==> src/common/caption_pkg.sv <==
// constants, register map and state codes for the caption byte capture block
package caption_pkg;
   localparam int          CLK_HZ        = 20_000_000;
   localparam int          BIT_RATE_HZ   = 503_500;
   localparam int          LINE_RATE_MUL = 32;
   localparam int          BIT_CYC       = CLK_HZ / BIT_RATE_HZ;
   localparam logic [5:0]  GUARD_CYC     = 6'(BIT_CYC / 2);
   localparam logic [5:0]  GAP_MAX       = 6'h3F;

   localparam logic [7:0]  ADDR_LINE_SEL = 8'hB7;
   localparam logic [7:0]  ADDR_BYTE_ONE = 8'hD7;
   localparam logic [7:0]  ADDR_BYTE_TWO = 8'hE7;

   localparam int          LINE_FIELD_W  = 5;
   localparam logic [4:0]  LINE_FIRST    = 5'h11;
   localparam logic [4:0]  LINE_LAST     = 5'h17;
   localparam logic [4:0]  LINE_SEL_RST  = 5'h11;
   localparam logic [7:0]  BYTE_RST      = 8'h00;
   localparam logic [8:0]  LINE_CNT_MAX  = 9'h1FF;

   localparam logic [5:0]  RUNIN_BITS    = 6'h07;
   localparam logic [5:0]  START_BITS    = 6'h03;
   localparam logic [5:0]  DATA_BITS     = 6'h10;
   localparam logic [5:0]  SKIP_BITS     = 6'(RUNIN_BITS + START_BITS);
   localparam logic [5:0]  DATA_END      = 6'(SKIP_BITS + DATA_BITS);
   localparam logic [5:0]  LINE_BITS     = 6'(LINE_RATE_MUL);

   typedef enum logic [1:0] {
      ST_IDLE    = 2'b00,
      ST_CAPTURE = 2'b01,
      ST_DRAIN   = 2'b10
   } cap_state_e;
endpackage

==> src/common/byte_fifo_if.sv <==
// handshake bundle between the capture logic and its byte buffer
interface byte_fifo_if #(parameter int WIDTH = 8);
   logic             push_valid;
   logic             push_ready;
   logic [WIDTH-1:0] push_data;
   logic             pop_valid;
   logic             pop_ready;
   logic [WIDTH-1:0] pop_data;
   logic             flush;
   logic             full;
   logic             empty;
   modport buffer (input push_valid, push_data, pop_ready, flush,
                   output push_ready, pop_valid, pop_data, full, empty);
   modport user   (output push_valid, push_data, pop_ready, flush,
                   input push_ready, pop_valid, pop_data, full, empty);
endinterface

==> src/hw/byte_fifo.sv <==
// byte buffer with registered read stage, valid/ready on both sides
module byte_fifo #(
   parameter int WIDTH = 8,
   parameter int DEPTH = 16
) (
   input wire logic    clk,   // system clock
   input wire logic    rst,   // async reset, high
   byte_fifo_if.buffer bf     // push/pop handshake
);
   localparam int AW = $clog2(DEPTH);

   initial
   begin
      if (DEPTH < 2 || (1 << AW) != DEPTH || WIDTH < 1)
         $error("byte_fifo: DEPTH must be a power of two >= 2");
   end

   logic [WIDTH-1:0] mem_reg [DEPTH];
   logic [AW-1:0]    wr_ptr_reg;
   logic [AW-1:0]    rd_ptr_reg;
   logic [AW:0]      cnt_reg;
   logic             out_valid_reg;
   logic [WIDTH-1:0] out_data_reg;

   wire mem_full  = (cnt_reg == (AW+1)'(DEPTH));
   wire mem_empty = (cnt_reg == '0);
   wire do_push   = bf.push_valid & ~mem_full;
   wire do_pop    = bf.pop_ready & out_valid_reg;
   wire do_load   = ~mem_empty & (~out_valid_reg | do_pop);

   assign bf.push_ready = ~mem_full;
   assign bf.pop_valid  = out_valid_reg;
   assign bf.pop_data   = out_data_reg;
   assign bf.full       = mem_full;
   assign bf.empty      = mem_empty & ~out_valid_reg;

   always_ff @(posedge clk)
   begin
      if (do_push)
         mem_reg[wr_ptr_reg] <= bf.push_data;
   end

   always_ff @(posedge clk or posedge rst)
   begin
      if (rst)
      begin
         wr_ptr_reg    <= '0;
         rd_ptr_reg    <= '0;
         cnt_reg       <= '0;
         out_valid_reg <= 1'b0;
         out_data_reg  <= '0;
      end
      else if (bf.flush)
      begin
         wr_ptr_reg    <= '0;
         rd_ptr_reg    <= '0;
         cnt_reg       <= '0;
         out_valid_reg <= 1'b0;
      end
      else
      begin
         wr_ptr_reg <= do_push ? AW'(wr_ptr_reg + 1'b1) : wr_ptr_reg;
         rd_ptr_reg <= do_load ? AW'(rd_ptr_reg + 1'b1) : rd_ptr_reg;
         cnt_reg    <= (AW+1)'(cnt_reg + do_push - do_load);
         if (do_load)
            out_data_reg <= mem_reg[rd_ptr_reg];
         if (do_load)
            out_valid_reg <= 1'b1;
         else if (do_pop)
            out_valid_reg <= 1'b0;
      end
   end
endmodule

==> src/hw/caption_line_byte_capture.sv <==
// caption byte capture: line select, sliced byte assembly, byte registers
module caption_line_byte_capture
   import caption_pkg::*;
#(
   parameter int FIFO_DEPTH = 16
) (
   input  wire logic       clk,        // 20 MHz system clock
   input  wire logic       rst,        // async reset, high
   input  wire logic [7:0] sfr_addr,   // register address
   input  wire logic [7:0] sfr_wdata,  // register write data
   input  wire logic       sfr_wr,     // write strobe
   input  wire logic       sfr_rd,     // read strobe
   output logic      [7:0] sfr_rdata,  // read data, one cycle after strobe
   input  wire logic       field_sync, // field start level from slicer
   input  wire logic       line_sync,  // line start level from slicer
   input  wire logic       bit_clk,    // recovered bit clock, rising = bit centre
   input  wire logic       bit_data,   // sliced serial data
   output logic            caption_irq // one-cycle caption interrupt
);
   initial
   begin
      if (FIFO_DEPTH < 2)
         $error("caption capture: FIFO_DEPTH below 2");
   end

   byte_fifo_if #(.WIDTH(8)) bf ();

   byte_fifo #(
      .WIDTH (8),
      .DEPTH (FIFO_DEPTH)
   ) u_fifo (
      .clk (clk),
      .rst (rst),
      .bf  (bf.buffer)
   );

   cap_state_e  state_reg;
   cap_state_e  state_next;
   logic [3:0]  sync1_reg;
   logic [3:0]  sync2_reg;
   logic [3:0]  sync3_reg;
   logic [3:0]  stable_reg;
   logic [4:0]  line_sel_reg;
   logic [8:0]  line_cnt_reg;
   logic [5:0]  bit_idx_reg;
   logic [5:0]  gap_reg;
   logic [7:0]  shift_reg;
   logic [7:0]  push_data_reg;
   logic        byte_pend_reg;
   logic [1:0]  got_reg;
   logic [7:0]  stage_one_reg;
   logic [7:0]  stage_two_reg;
   logic [7:0]  byte_one_reg;
   logic [7:0]  byte_two_reg;
   logic [7:0]  rdata_reg;
   logic        irq_reg;
   logic        first_bit_reg;

   // pin conditioning: a change counts once stages two and three agree
   wire  [3:0] pin_in      = {field_sync, line_sync, bit_clk, bit_data};
   wire  [3:0] agree       = ~(sync2_reg ^ sync3_reg);
   wire  [3:0] stable_next = (agree & sync2_reg) | (~agree & stable_reg);
   wire  [3:0] pin_rise    = ~stable_reg & agree & sync2_reg;
   wire        field_rise  = pin_rise[3];
   wire        line_rise   = pin_rise[2];
   wire        bit_rise    = pin_rise[1];
   wire        data_bit    = stable_reg[0];

   wire        sel_valid   = (line_sel_reg >= LINE_FIRST) &&
                             (line_sel_reg <= LINE_LAST);
   wire  [8:0] cnt_plus    = 9'(line_cnt_reg + 9'h001);
   wire        line_begin  = line_rise && !field_rise && sel_valid &&
                             (state_reg == ST_IDLE) &&
                             (cnt_plus == {4'h0, line_sel_reg});
   wire        line_finish = (line_rise || field_rise) &&
                             (state_reg == ST_CAPTURE);
   wire        stall       = byte_pend_reg && !bf.push_ready;
   wire        accept      = bit_rise && (state_reg == ST_CAPTURE) && !stall &&
                             (gap_reg >= GUARD_CYC) &&
                             (bit_idx_reg < LINE_BITS);
   wire        in_data     = (bit_idx_reg >= SKIP_BITS) &&
                             (bit_idx_reg < DATA_END);
   wire  [5:0] data_idx    = 6'(bit_idx_reg - SKIP_BITS);
   wire        byte_last   = accept && in_data && (data_idx[2:0] == 3'h7);
   wire        pop_fire    = (state_reg == ST_DRAIN) && bf.pop_valid;
   wire        drain_done  = (state_reg == ST_DRAIN) && !byte_pend_reg &&
                             bf.empty;
   wire        sel_write   = sfr_wr && (sfr_addr == ADDR_LINE_SEL);

   wire  [7:0] rd_mux      = (sfr_addr == ADDR_LINE_SEL) ? {3'h0, line_sel_reg} :
                             (sfr_addr == ADDR_BYTE_ONE) ? byte_one_reg :
                             (sfr_addr == ADDR_BYTE_TWO) ? byte_two_reg :
                             8'h00;

   assign bf.push_valid = byte_pend_reg;
   assign bf.push_data  = push_data_reg;
   assign bf.pop_ready  = (state_reg == ST_DRAIN);
   assign bf.flush      = line_begin;
   assign sfr_rdata     = rdata_reg;
   assign caption_irq   = irq_reg;

   always_comb
   begin
      state_next = state_reg;
      unique case (state_reg)
         ST_IDLE:    if (line_begin)  state_next = ST_CAPTURE;
         ST_CAPTURE: if (line_finish) state_next = ST_DRAIN;
         ST_DRAIN:   if (drain_done)  state_next = ST_IDLE;
         default:    state_next = ST_IDLE;
      endcase
   end

   always_ff @(posedge clk or posedge rst)
   begin
      if (rst)
      begin
         sync1_reg  <= 4'h0;
         sync2_reg  <= 4'h0;
         sync3_reg  <= 4'h0;
         stable_reg <= 4'h0;
         state_reg  <= ST_IDLE;
         rdata_reg  <= 8'h00;
      end
      else
      begin
         sync1_reg  <= pin_in;
         sync2_reg  <= sync1_reg;
         sync3_reg  <= sync2_reg;
         stable_reg <= stable_next;
         state_reg  <= state_next;
         if (sfr_rd)
            rdata_reg <= rd_mux;
      end
   end

   // line select and line counting
   always_ff @(posedge clk or posedge rst)
   begin
      if (rst)
      begin
         line_sel_reg <= LINE_SEL_RST;
         line_cnt_reg <= 9'h000;
      end
      else
      begin
         if (sel_write)
            line_sel_reg <= sfr_wdata[LINE_FIELD_W-1:0];
         if (field_rise)
            line_cnt_reg <= 9'h001;
         else if (line_rise && line_cnt_reg != LINE_CNT_MAX)
            line_cnt_reg <= cnt_plus;
      end
   end

   // bit pacing and serial-to-parallel
   always_ff @(posedge clk or posedge rst)
   begin
      if (rst)
      begin
         bit_idx_reg   <= 6'h00;
         gap_reg       <= GAP_MAX;
         shift_reg     <= 8'h00;
         push_data_reg <= 8'h00;
         byte_pend_reg <= 1'b0;
         first_bit_reg <= 1'b0;
      end
      else
      begin
         if (line_begin)
            bit_idx_reg <= 6'h00;
         else if (accept)
            bit_idx_reg <= 6'(bit_idx_reg + 6'h01);
         if (accept)
            gap_reg <= 6'h01;
         else if (gap_reg != GAP_MAX)
            gap_reg <= 6'(gap_reg + 6'h01);
         if (accept && in_data)
            shift_reg <= {data_bit, shift_reg[7:1]};
         if (accept && bit_idx_reg == SKIP_BITS)
            first_bit_reg <= data_bit;
         if (byte_last)
            push_data_reg <= {data_bit, shift_reg[7:1]};
         if (byte_last)
            byte_pend_reg <= 1'b1;
         else if (bf.push_ready || line_begin)
            byte_pend_reg <= 1'b0;
      end
   end

   // drain buffered bytes, then load registers with the interrupt
   always_ff @(posedge clk or posedge rst)
   begin
      if (rst)
      begin
         got_reg       <= 2'h0;
         stage_one_reg <= BYTE_RST;
         stage_two_reg <= BYTE_RST;
         byte_one_reg  <= BYTE_RST;
         byte_two_reg  <= BYTE_RST;
         irq_reg       <= 1'b0;
      end
      else
      begin
         irq_reg <= drain_done;
         if (line_begin)
         begin
            got_reg       <= 2'h0;
            stage_one_reg <= BYTE_RST;
            stage_two_reg <= BYTE_RST;
            byte_one_reg  <= BYTE_RST;
            byte_two_reg  <= BYTE_RST;
         end
         else
         begin
            if (pop_fire && got_reg == 2'h0)
               stage_one_reg <= bf.pop_data;
            if (pop_fire && got_reg == 2'h1)
               stage_two_reg <= bf.pop_data;
            if (pop_fire && got_reg != 2'h2)
               got_reg <= 2'(got_reg + 2'h1);
            if (drain_done)
            begin
               byte_one_reg <= stage_one_reg;
               byte_two_reg <= stage_two_reg;
            end
         end
      end
   end
endmodule

==> config.mk <==
export PLATFORM = sky130hd
export DESIGN_NAME = caption_line_byte_capture
export DESIGN_NICKNAME = d
export VERILOG_FILES = /design/src/common/caption_pkg.sv /design/src/common/byte_fifo_if.sv /design/src/hw/byte_fifo.sv /design/src/hw/caption_line_byte_capture.sv
export SDC_FILE = /design/constraint.sdc
export NUM_CORES = 1
export LEC_CHECK = 0
export BUFFER_PORTS_ARGS = -buffer_cell sky130_fd_sc_hd__buf_4
export CORE_AREA = 5 5 197 199
export DETAILED_ROUTE_END_ITERATION = 12
export DIE_AREA = 0 0 202 204
export PLACE_DENSITY_LB_ADDON = 0.25
export SLEW_MARGIN = 20
export SYNTH_ARGS = -nofsm -noshare
export SYNTH_HDL_FRONTEND = slang
export SYNTH_SLANG_ARGS = --single-unit
==> constraint.sdc <==
create_clock -name clk -period 5.4 [get_ports clk]
set_input_delay 0.54 -clock clk [delete_from_list [all_inputs] [get_ports clk]]
set_output_delay 0.54 -clock clk [all_outputs]
set_load 0.005 [all_outputs]
======== Yosys cells after proc, flatten, opt, wreduce, memory -nomap -nowiden ========
Memory sizes are Yosys's and may differ from the RTL's. A register that Yosys moved wholly into a read port is not among the register bits.
Cells that the tools add are included.
cells by class
  $add $sub $neg .......................... 9
  multiply operators ...................... 0
  divide/modulo/power cells ............... 0
  order comparisons ....................... 6
  equal/unequal tests ..................... 15
  shifts and indexed selects .............. 0
  mux-type cells .......................... 35
  bitwise operators ....................... 18
  reduce and logical (&&, ||, !) cells .... 43
operator list
  kind                   number
  $mux W8                11
  $eq A8 B8 Y1 const B   3
  $mux W6                4
  $logic_and A1 B1 Y1    22
  $reduce_bool A2 Y1     10
  $mux W9                2
  $and A4 B4 Y4          4
  $mux W4                4
  $add A6 B1 Y6 const B  2
  $not A4 Y4             3
  $mux W2                5
  $add A9 B1 Y9 const B  1
  $eq A9 B5 Y1           1
  $ne A9 B9 Y1 const B   1
  $add A4 B1 Y4 const B  2
  $ne A2 B2 Y1 const B   4
  $mux W1                7
  $ge A6 B4 Y1 const B   1
  $ge A6 B5 Y1 const B   1
  $lt A6 B5 Y1 const B   1
  $lt A6 B6 Y1 const B   1
  $ne A6 B6 Y1 const B   1
  $pmux W2 S3            1
  $add A5 B1 Y5          1
  other kinds (22)       33
storage, ports and cells
  bits in registers ....................... 118
  latch bits .............................. 0
  memory bits (writable) .................. 128
  bits in read-only memories .............. 0
  input port bits ......................... 24
  output and inout port bits .............. 9
  word-level logic and storage cells ...... 150
  memories ................................ 1
memories
  name            words  width  read ports  clocked after Yosys merged registers in  wr ports  line             text
  u_fifo.mem_reg  16     8      1           1                                        1         byte_fifo.sv:18  logic [WIDTH-1:0] mem_reg [DEPTH];

======== Logic depth before layout (Yosys ltp) ========
Gate-level depths: netlist of the first run.
  word-level depth ........................ 12
  depth in mapped cells ................... 16
  depth with buffers taken out ............ 15

======== By module ========
From an unflattened synthesis of the first run, not the netlist that was laid out.
second synthesis, totals
  cells, all modules ...................... 726
  area total of the unflattened synthesis .. 10847.9 µm²
modules (own cells, without submodules)
  module                     instances  cells an instance  area an instance (µm²)
  byte_fifo                  1          328                6134.6
  caption_line_byte_capture  1          398                4713.3

======== Worst setup path after synthesis of the first run ========
No wires, ideal clock.
  path type ............................... flip-flop to flip-flop
  from .................................... reg u_fifo.cnt_reg[3]
  to ...................................... reg u_fifo.cnt_reg[4]
  setup time .............................. 77 ps
  arrival time ............................ 2939 ps
  data required time ...................... 5323 ps
  slack ................................... 2384 ps
  cell stages (with the launch flop) ...... 17
  cells stage by stage .................... dfrtp_1 -> inv_1 -> ha_1 -> or4b_1 -> nand2_1 -> inv_1 -> clkbuf_1 -> ha_1 -> inv_1 -> ha_1 -> inv_1 -> fa_1 -> inv_1 -> a21oi_1 -> nor2_1 -> or3_1 -> a21oi_1
on the way
  longest elaborated chain between the ends .. 6
  elaborated cells between the ends (all ways) .. 9
ends and longest elaborated chain
  item                    line             text
  start, declared         byte_fifo.sv:21  logic [AW:0] cnt_reg;
  start signal, assigned  byte_fifo.sv:64  cnt_reg <= (AW+1)'(cnt_reg + do_push - do_load);
  $eq A5 B5 Y1            byte_fifo.sv:25  wire mem_full = (cnt_reg == (AW+1)'(DEPTH));
  $not A1 Y1              byte_fifo.sv:27  wire do_push = bf.push_valid & ~mem_full;
  $and A1 B1 Y1           byte_fifo.sv:27
  $add A5 B1 Y5           byte_fifo.sv:64
  $sub A5 B1 Y5 (*)       byte_fifo.sv:64
  $mux W5 (*)             byte_fifo.sv:53  else if (bf.flush)
Every way passes the cells marked *; elsewhere a longest branch is shown, timed or not.
A chain may end at the register's enable or synchronous reset.

======== Worst setup path after layout of the first run ========
  from .................................... reg line_cnt_reg[0]
  to ...................................... reg byte_two_reg[5]
on the way
  longest elaborated chain between the ends .. 4
  elaborated cells between the ends (all ways) .. 5
ends and longest elaborated chain
  item                                           line                              text
  start, declared                                caption_line_byte_capture.sv:44   logic [8:0] line_cnt_reg;
  start signal, assigned                         caption_line_byte_capture.sv:151  line_cnt_reg <= cnt_plus;
  $add A9 B1 Y9 (*)                              caption_line_byte_capture.sv:71   wire [8:0] cnt_plus = 9'(line_cnt_reg + 9'h001);
  $eq A9 B5 Y1 (*)                               caption_line_byte_capture.sv:74   (cnt_plus == {4'h0, line_sel_reg});
  $logic_and A1 B1 Y1 (*)                        caption_line_byte_capture.sv:73   (state_reg == ST_IDLE) &&
  $mux W8 or $reduce_bool A2 Y1 (tied branches)  n/a
  end signal, assigned                           caption_line_byte_capture.sv:224  byte_two_reg <= stage_two_reg;
  end, declared                                  caption_line_byte_capture.sv:54   logic [7:0] byte_two_reg;
Marked as above.

==> qor.yml, run 1 <==
run_status:
  outcome: "finished clean"
global_route:
  antenna_found_initial: 0
  gr-total-overflow: 0
  grt_pass1_vias: 6264
  grt_pass1_wl_mm: 36.1
  grt.total_usage_pct: 10.8
  grt_start_max_net_pins: 80
route:
  drt_first_iter_violations: 266
  drc: 0
  via_count: 6053
  wirelength_mm: 22.4
  via_per_inst: 4.68
  route.detailed.wl_per_inst_um: 17.3
  antenna_left: 0
  first_pass_iters: 4
hold_path:
  min_path_type: "in -> reg"
  min_path_cells: 1
power:
  fin_total_pwr_uw: 4170
  p_leak_uw: 0.00452
  power_density_nw_per_um2: 334
  ir_worst_vdd_uv: 218
critical_path:
  r2r_start: "line_cnt_reg[0]"
  max_stage_delay_ps: 960
  arrival_ps: 4230
  crit_path_start: "line_cnt_reg[0]"
  worstPathRequired_ps: 5810
  path_class: "reg -> reg"
  r2r_cells: 10
  critPathLaunchType: "flop"
  rr_endpoint: "byte_two_reg[5]"
  r2r_slack_ps: 1580
  crit_chain: "ha_1 > and3_1 > and2_1 > and3_1 > ha_1 > nor4_1 > o2111a_1 > o2111a_2 > buf_4 > a21oi_1"
  endpoint: "byte_two_reg[5]"
  cp_max_fo: 46
  crit_path_top_delay_cell: "o2111a_2"
  crit_path_end_kind: "flop"
timing:
  min_period_ps: 3820
  rsz0062_at_grt: "no"
  setup_tns_ps: 0
  relSlewSlack_pct: 33.8
  fmax_ghz: 0.262
  fin_crit_sh_pct: 70.7
  slew_violations: 0
  setup_viol: 0
  finClkSkew_ps: 25.1
  tightestPinTransition_ps: 993
  hold_violations: 0
floorplan:
  start_util_pct: 29.3
  die_x_um: 202
  dieArea_um2: 41200
  core-area_um2: 37000
  ioPinCount: 33
  num_rows: 71
  die_h_um: 204
clocking:
  clkTransAtPathRegs_ps: 60
  postCtsSetupBuffers: 0
  cts.sinks: 253
  root_buffer: "clkbuf_16"
  cts_tree: "done"
  clk_path_buf_depth: 3
  clkLatencyLatePin_ps: 540
  post_cts_resized: 0
  cts_hold_buffers: 0
  htree_levels: 1
  numCtsBuffers: 28
synthesis:
  synth_flop_cell: "edfxtp_1"
  ys_async_sr_fraction_pct: 49.4
  synthDistinctLibCells: 64
  ys_seq_area_share_pct: 64.3
  syn_nets: 810
  yosys_warnings: 0
  synth_edf_count: 128
  netlist_area_um2: 10900
  ys_seq_elements: 253
  syn_inst: 764
  syn_avg_cell_area_um2: 14.2
layout:
  syn_to_final_growth_pct: 15.1
  final_common_cell: "edfxtp_1"
  largest_reg_flops: 128
  layout.nets: 845
  fill_cells: 3614
  mostFrequentLayoutCells: "128 x edfxtp_1, 116 x dfrtp_1, 61 x nor2_1, 61 x nand2_1, 42 x buf_4"
  n_antenna_cell: 0
  drive_gt1_share_pct: 19.2
place:
  hpwl_mm: 14.3
  io_buffers: 29
  gp_congestion: 0.729
job:
  drv_cap: 0
[worst min path at each step]
stage,from,endpoint
detailed placement,sync1_reg[1],sync2_reg[1]
global route,bit_data,sync1_reg[0]
global placement,sync1_reg[2],sync2_reg[2]
finish,bit_data,sync1_reg[0]
floorplan,sync1_reg[0],sync2_reg[0]
CTS,bit_data,sync1_reg[0]
[Yosys cell counts (all sizes together) (6+ instances only)]
library cell,instances,area [µm²]
a22o,21,184
mux4,32,721
mux2i,19,190
nor3,11,60.1
a21oi,38,194
inv,23,86.3
xnor2,13,114
nor2b,9,56.3
buf,19,121
clkbuf,18,67.6
xor2,10,87.6
ha,21,263
o2111ai,9,78.8
dfrtp,117,2930
o211ai,9,67.6
mux2,20,255
and2,7,43.8
nand2b,6,37.5
nand2,61,229
nor3b,12,95.1
o21ai,15,75.1
edfxtp,128,3840
nor2,61,229
dfstp,8,210
and3,7,43.8
nand3,13,70.1
[kinds of logic (layout without fill, tap and decap cells)]
logic type	Yosys count	after routing	share of synthesized area, %
DFF	253	253	64.3
muxes	71	71	10.7
adders and majority gates	26	26	2.97
AOI/OAI and AO/OA	116	116	7.70
xor gates and xnor gates	23	23	1.86
and+or+nand+nor	213	213	9.79
buffers and inverters	62	117	2.62
[worst max-delay path: cells and delay by family (launching register included)]
kind                     cells  cell delay (ps)
AND/OR/NAND/NOR              4              830
adder cells (fa/ha/maj)      2              580
AO/OA/AOI/OAI                3             1510
buffers and inverters        1              320
flip-flops                   1              440
[area by class of cell]
class	instances	area, µm²	area share [%]
flip-flops and latches	253	6980	55.9
inverters	25	100	0.801
multi-input cells	449	3590	28.7
clock buffers	41	779	6.24
repair buffers	42	315	2.52
clock inverters	9	130	1.04
well taps	474	593	4.75
[power by group]
group / switching, µW / internal (µW)
combinational: 104 / 77.3
sequential: 45.4 / 2060
clock: 746 / 1140
total: 895 / 3280
[layer usage]
layer / up-vias / routed length, µm / part of all wire (%) / track usage, %
li1: 2906 / - / - / -
met1: 3028 / 10900 / 49 / 15.8
met2: 88 / 10200 / 46 / 17.0
met3: 31 / 868 / 3.9 / 1.90
met4: 0 / 424 / 1.9 / 2.54
met5: - / 0 / 0 / 0
[through the flow]
step	hold WS [ps]	area, µm²	worst slack, ps	util (%)	std cells
2_1_floorplan	331	10900	1550	-	764
3_3_place_gp	335	11600	1590	31.3	1243
3_5_place_dp	341	11600	1550	31.3	1243
4_1_cts	77.2	12500	1530	33.7	1293
5_1_grt	80.9	12500	1290	33.7	1293
6_report	102	12500	1580	33.7	1293
No activity file was read; power rests on OpenSTA's default activity.
==> run 2: changes to the inputs <==
==> constraint.sdc (replaced) <==
create_clock -name clk -period 3.4 [get_ports clk]
set_input_delay 0.34 -clock clk [delete_from_list [all_inputs] [get_ports clk]]
set_output_delay 0.34 -clock clk [all_outputs]
set_load 0.005 [all_outputs]
==> qor.yml, run 2 (synthesis results as in run 1) <==
layout:
  syn_to_final_growth_pct: 17.2
  layout.nets: 862
  drive_gt1_share_pct: 20.9
  instances_no_fill: 1312
  fill_cells: 3598
  stdcell_area_um2: 12700
  largest_reg_flops: 128
  finalCoreUtilization_pct: 34.3
  mostFrequentLayoutCells: "128 x edfxtp_1, 116 x dfrtp_1, 61 x nor2_1, 61 x nand2_1, 52 x buf_4"
  n_antenna_cell: 0
  final_common_cell: "edfxtp_1"
job:
  drv_cap: 0
clocking:
  clkLatencyLatePin_ps: 540
  postCtsSetupBuffers: 0
  clkTransAtPathRegs_ps: 60
  htree_levels: 1
  cts_tree: "done"
  numCtsBuffers: 28
  cts.sinks: 253
  clk_path_buf_depth: 3
  root_buffer: "clkbuf_16"
timing:
  fmax_ghz: 0.338
  setup_viol: 0
  fin_crit_sh_pct: 87.1
  finClkSkew_ps: 12.9
  slew_violations: 0
  min_period_ps: 2960
  worst_slack_ps: 438
  relSlewSlack_pct: 39.8
  rsz0062_at_grt: "no"
  setup_tns_ps: 0
  tightestPinTransition_ps: 900
  hold_violations: 0
route:
  via_count: 6099
  drc: 0
  drt_first_iter_violations: 252
  wirelength_mm: 22.1
  via_per_inst: 4.65
  first_pass_iters: 4
  route.detailed.wl_per_inst_um: 16.8
  antenna_left: 0
hold_path:
  min_path_type: "in -> reg"
  min_to: "line_sel_reg[4]"
  min_path_cells: 2
  hp-start: "sfr_wdata[4]"
place:
  pre_cts_ws_ps: 431
  io_buffers: 29
  gp_congestion: 0.687
  place_area_um2: 11700
  hpwl_mm: 14.1
  dp.cells: 1255
critical_path:
  critPathLaunchType: "flop"
  path_class: "reg -> reg"
  r2r_start: "line_cnt_reg[0]"
  arrival_ps: 3380
  crit_path_end_kind: "flop"
  r2r_slack_ps: 440
  r2r_cells: 10
  cp_max_fo: 20
  rr_endpoint: "got_reg[0]"
  worstPathRequired_ps: 3810
global_route:
  grt.total_usage_pct: 10.8
  grt_pass1_vias: 6515
  grt_start_max_net_pins: 69
  grt_pass1_wl_mm: 36.4
  gr-total-overflow: 0
  antenna_found_initial: 0
floorplan:
  start_util_pct: 29.3
  dieArea_um2: 41200
  num_rows: 71
  core-area_um2: 37000
  die_x_um: 202
  die_h_um: 204
  ioPinCount: 33
power:
  p_leak_uw: 0.00465
  ir_worst_vdd_uv: 387
  power_density_nw_per_um2: 535
run_status:
  outcome: "finished clean"
-- run 2: cell types whose count changed in the layout (fill, tap and decap cells not counted), sizes merged --
cell	previous run	this run
buf	42	54
dlygate4sd3	0	5
clkbuf	41	37
clkinv	8	12
bufinv	3	5
clkinvlp	0	1
inv	23	22
-- run 2: where the power goes --
group	total, µW	switching (µW)	internal (µW)
Sequential	3350	72.4	3270
Combinational	292	163	129
Clock	3170	1210	1960
Total	6810	1450	5360
-- run 2: through the flow --
step	hold WS (ps)	power [µW]
CTS	16.2	6920
floorplan	331	3610
global placement	342	3690
finish	36.4	6810
global route	23.8	7090
detailed placement	337	3700
-- run 2: repair_timing --
action | 4_1_cts | 5_1_grt
setup endpoints to repair | 0 | 0
resized for setup | 0 | 0
hold buffers | 5 | 0
endpoints found under the hold margin | 30 | 0
-- run 2: cell type report --
class / count / area, µm² / share of cell area, %
repair buffers: 59 / 480 / 3.78
well taps: 474 / 593 / 4.66
clock inverters: 15 / 214 / 1.68
multi-input cells: 449 / 3590 / 28.2
inverters: 25 / 98.8 / 0.777
flip-flops and latches: 253 / 6980 / 54.9
clock buffers: 37 / 764 / 6.01
-- run 2: routing by layer --
layer	part of all wire (%)	vias to the layer above	GRT usage [%]	wire, µm
met5	0	-	0	0
met4	2.0	0	2.29	440
met3	2.9	31	1.81	642
met2	48	70	18.4	10700
met1	47	3049	14.7	10300
li1	-	2949	-	-
-- run 2: critical path, stage by stage (launching register included) --
cell,delay (ps)
dfrtp_1,450
ha_1,300
and3_1,230
and2_1,170
and3_1,180
ha_1,290
nor4_1,240
o2111a_1,280
o2111a_2,320
buf_4,290
nor2_1,100
-- run 2: how the worst max path moves through the flow --
stage / startpoint / to / depth (start not counted) / slack (ps)
2_1_floorplan: u_fifo.cnt_reg[3] / u_fifo.cnt_reg[4] / 16 / 380
3_3_place_gp: line_cnt_reg[0] / bit_idx_reg[1] / 10 / 440
3_5_place_dp: line_cnt_reg[0] / bit_idx_reg[1] / 10 / 430
4_1_cts: line_cnt_reg[0] / got_reg[0] / 10 / 400
5_1_grt: line_cnt_reg[0] / got_reg[0] / 10 / 170
6_report: line_cnt_reg[0] / got_reg[0] / 10 / 440
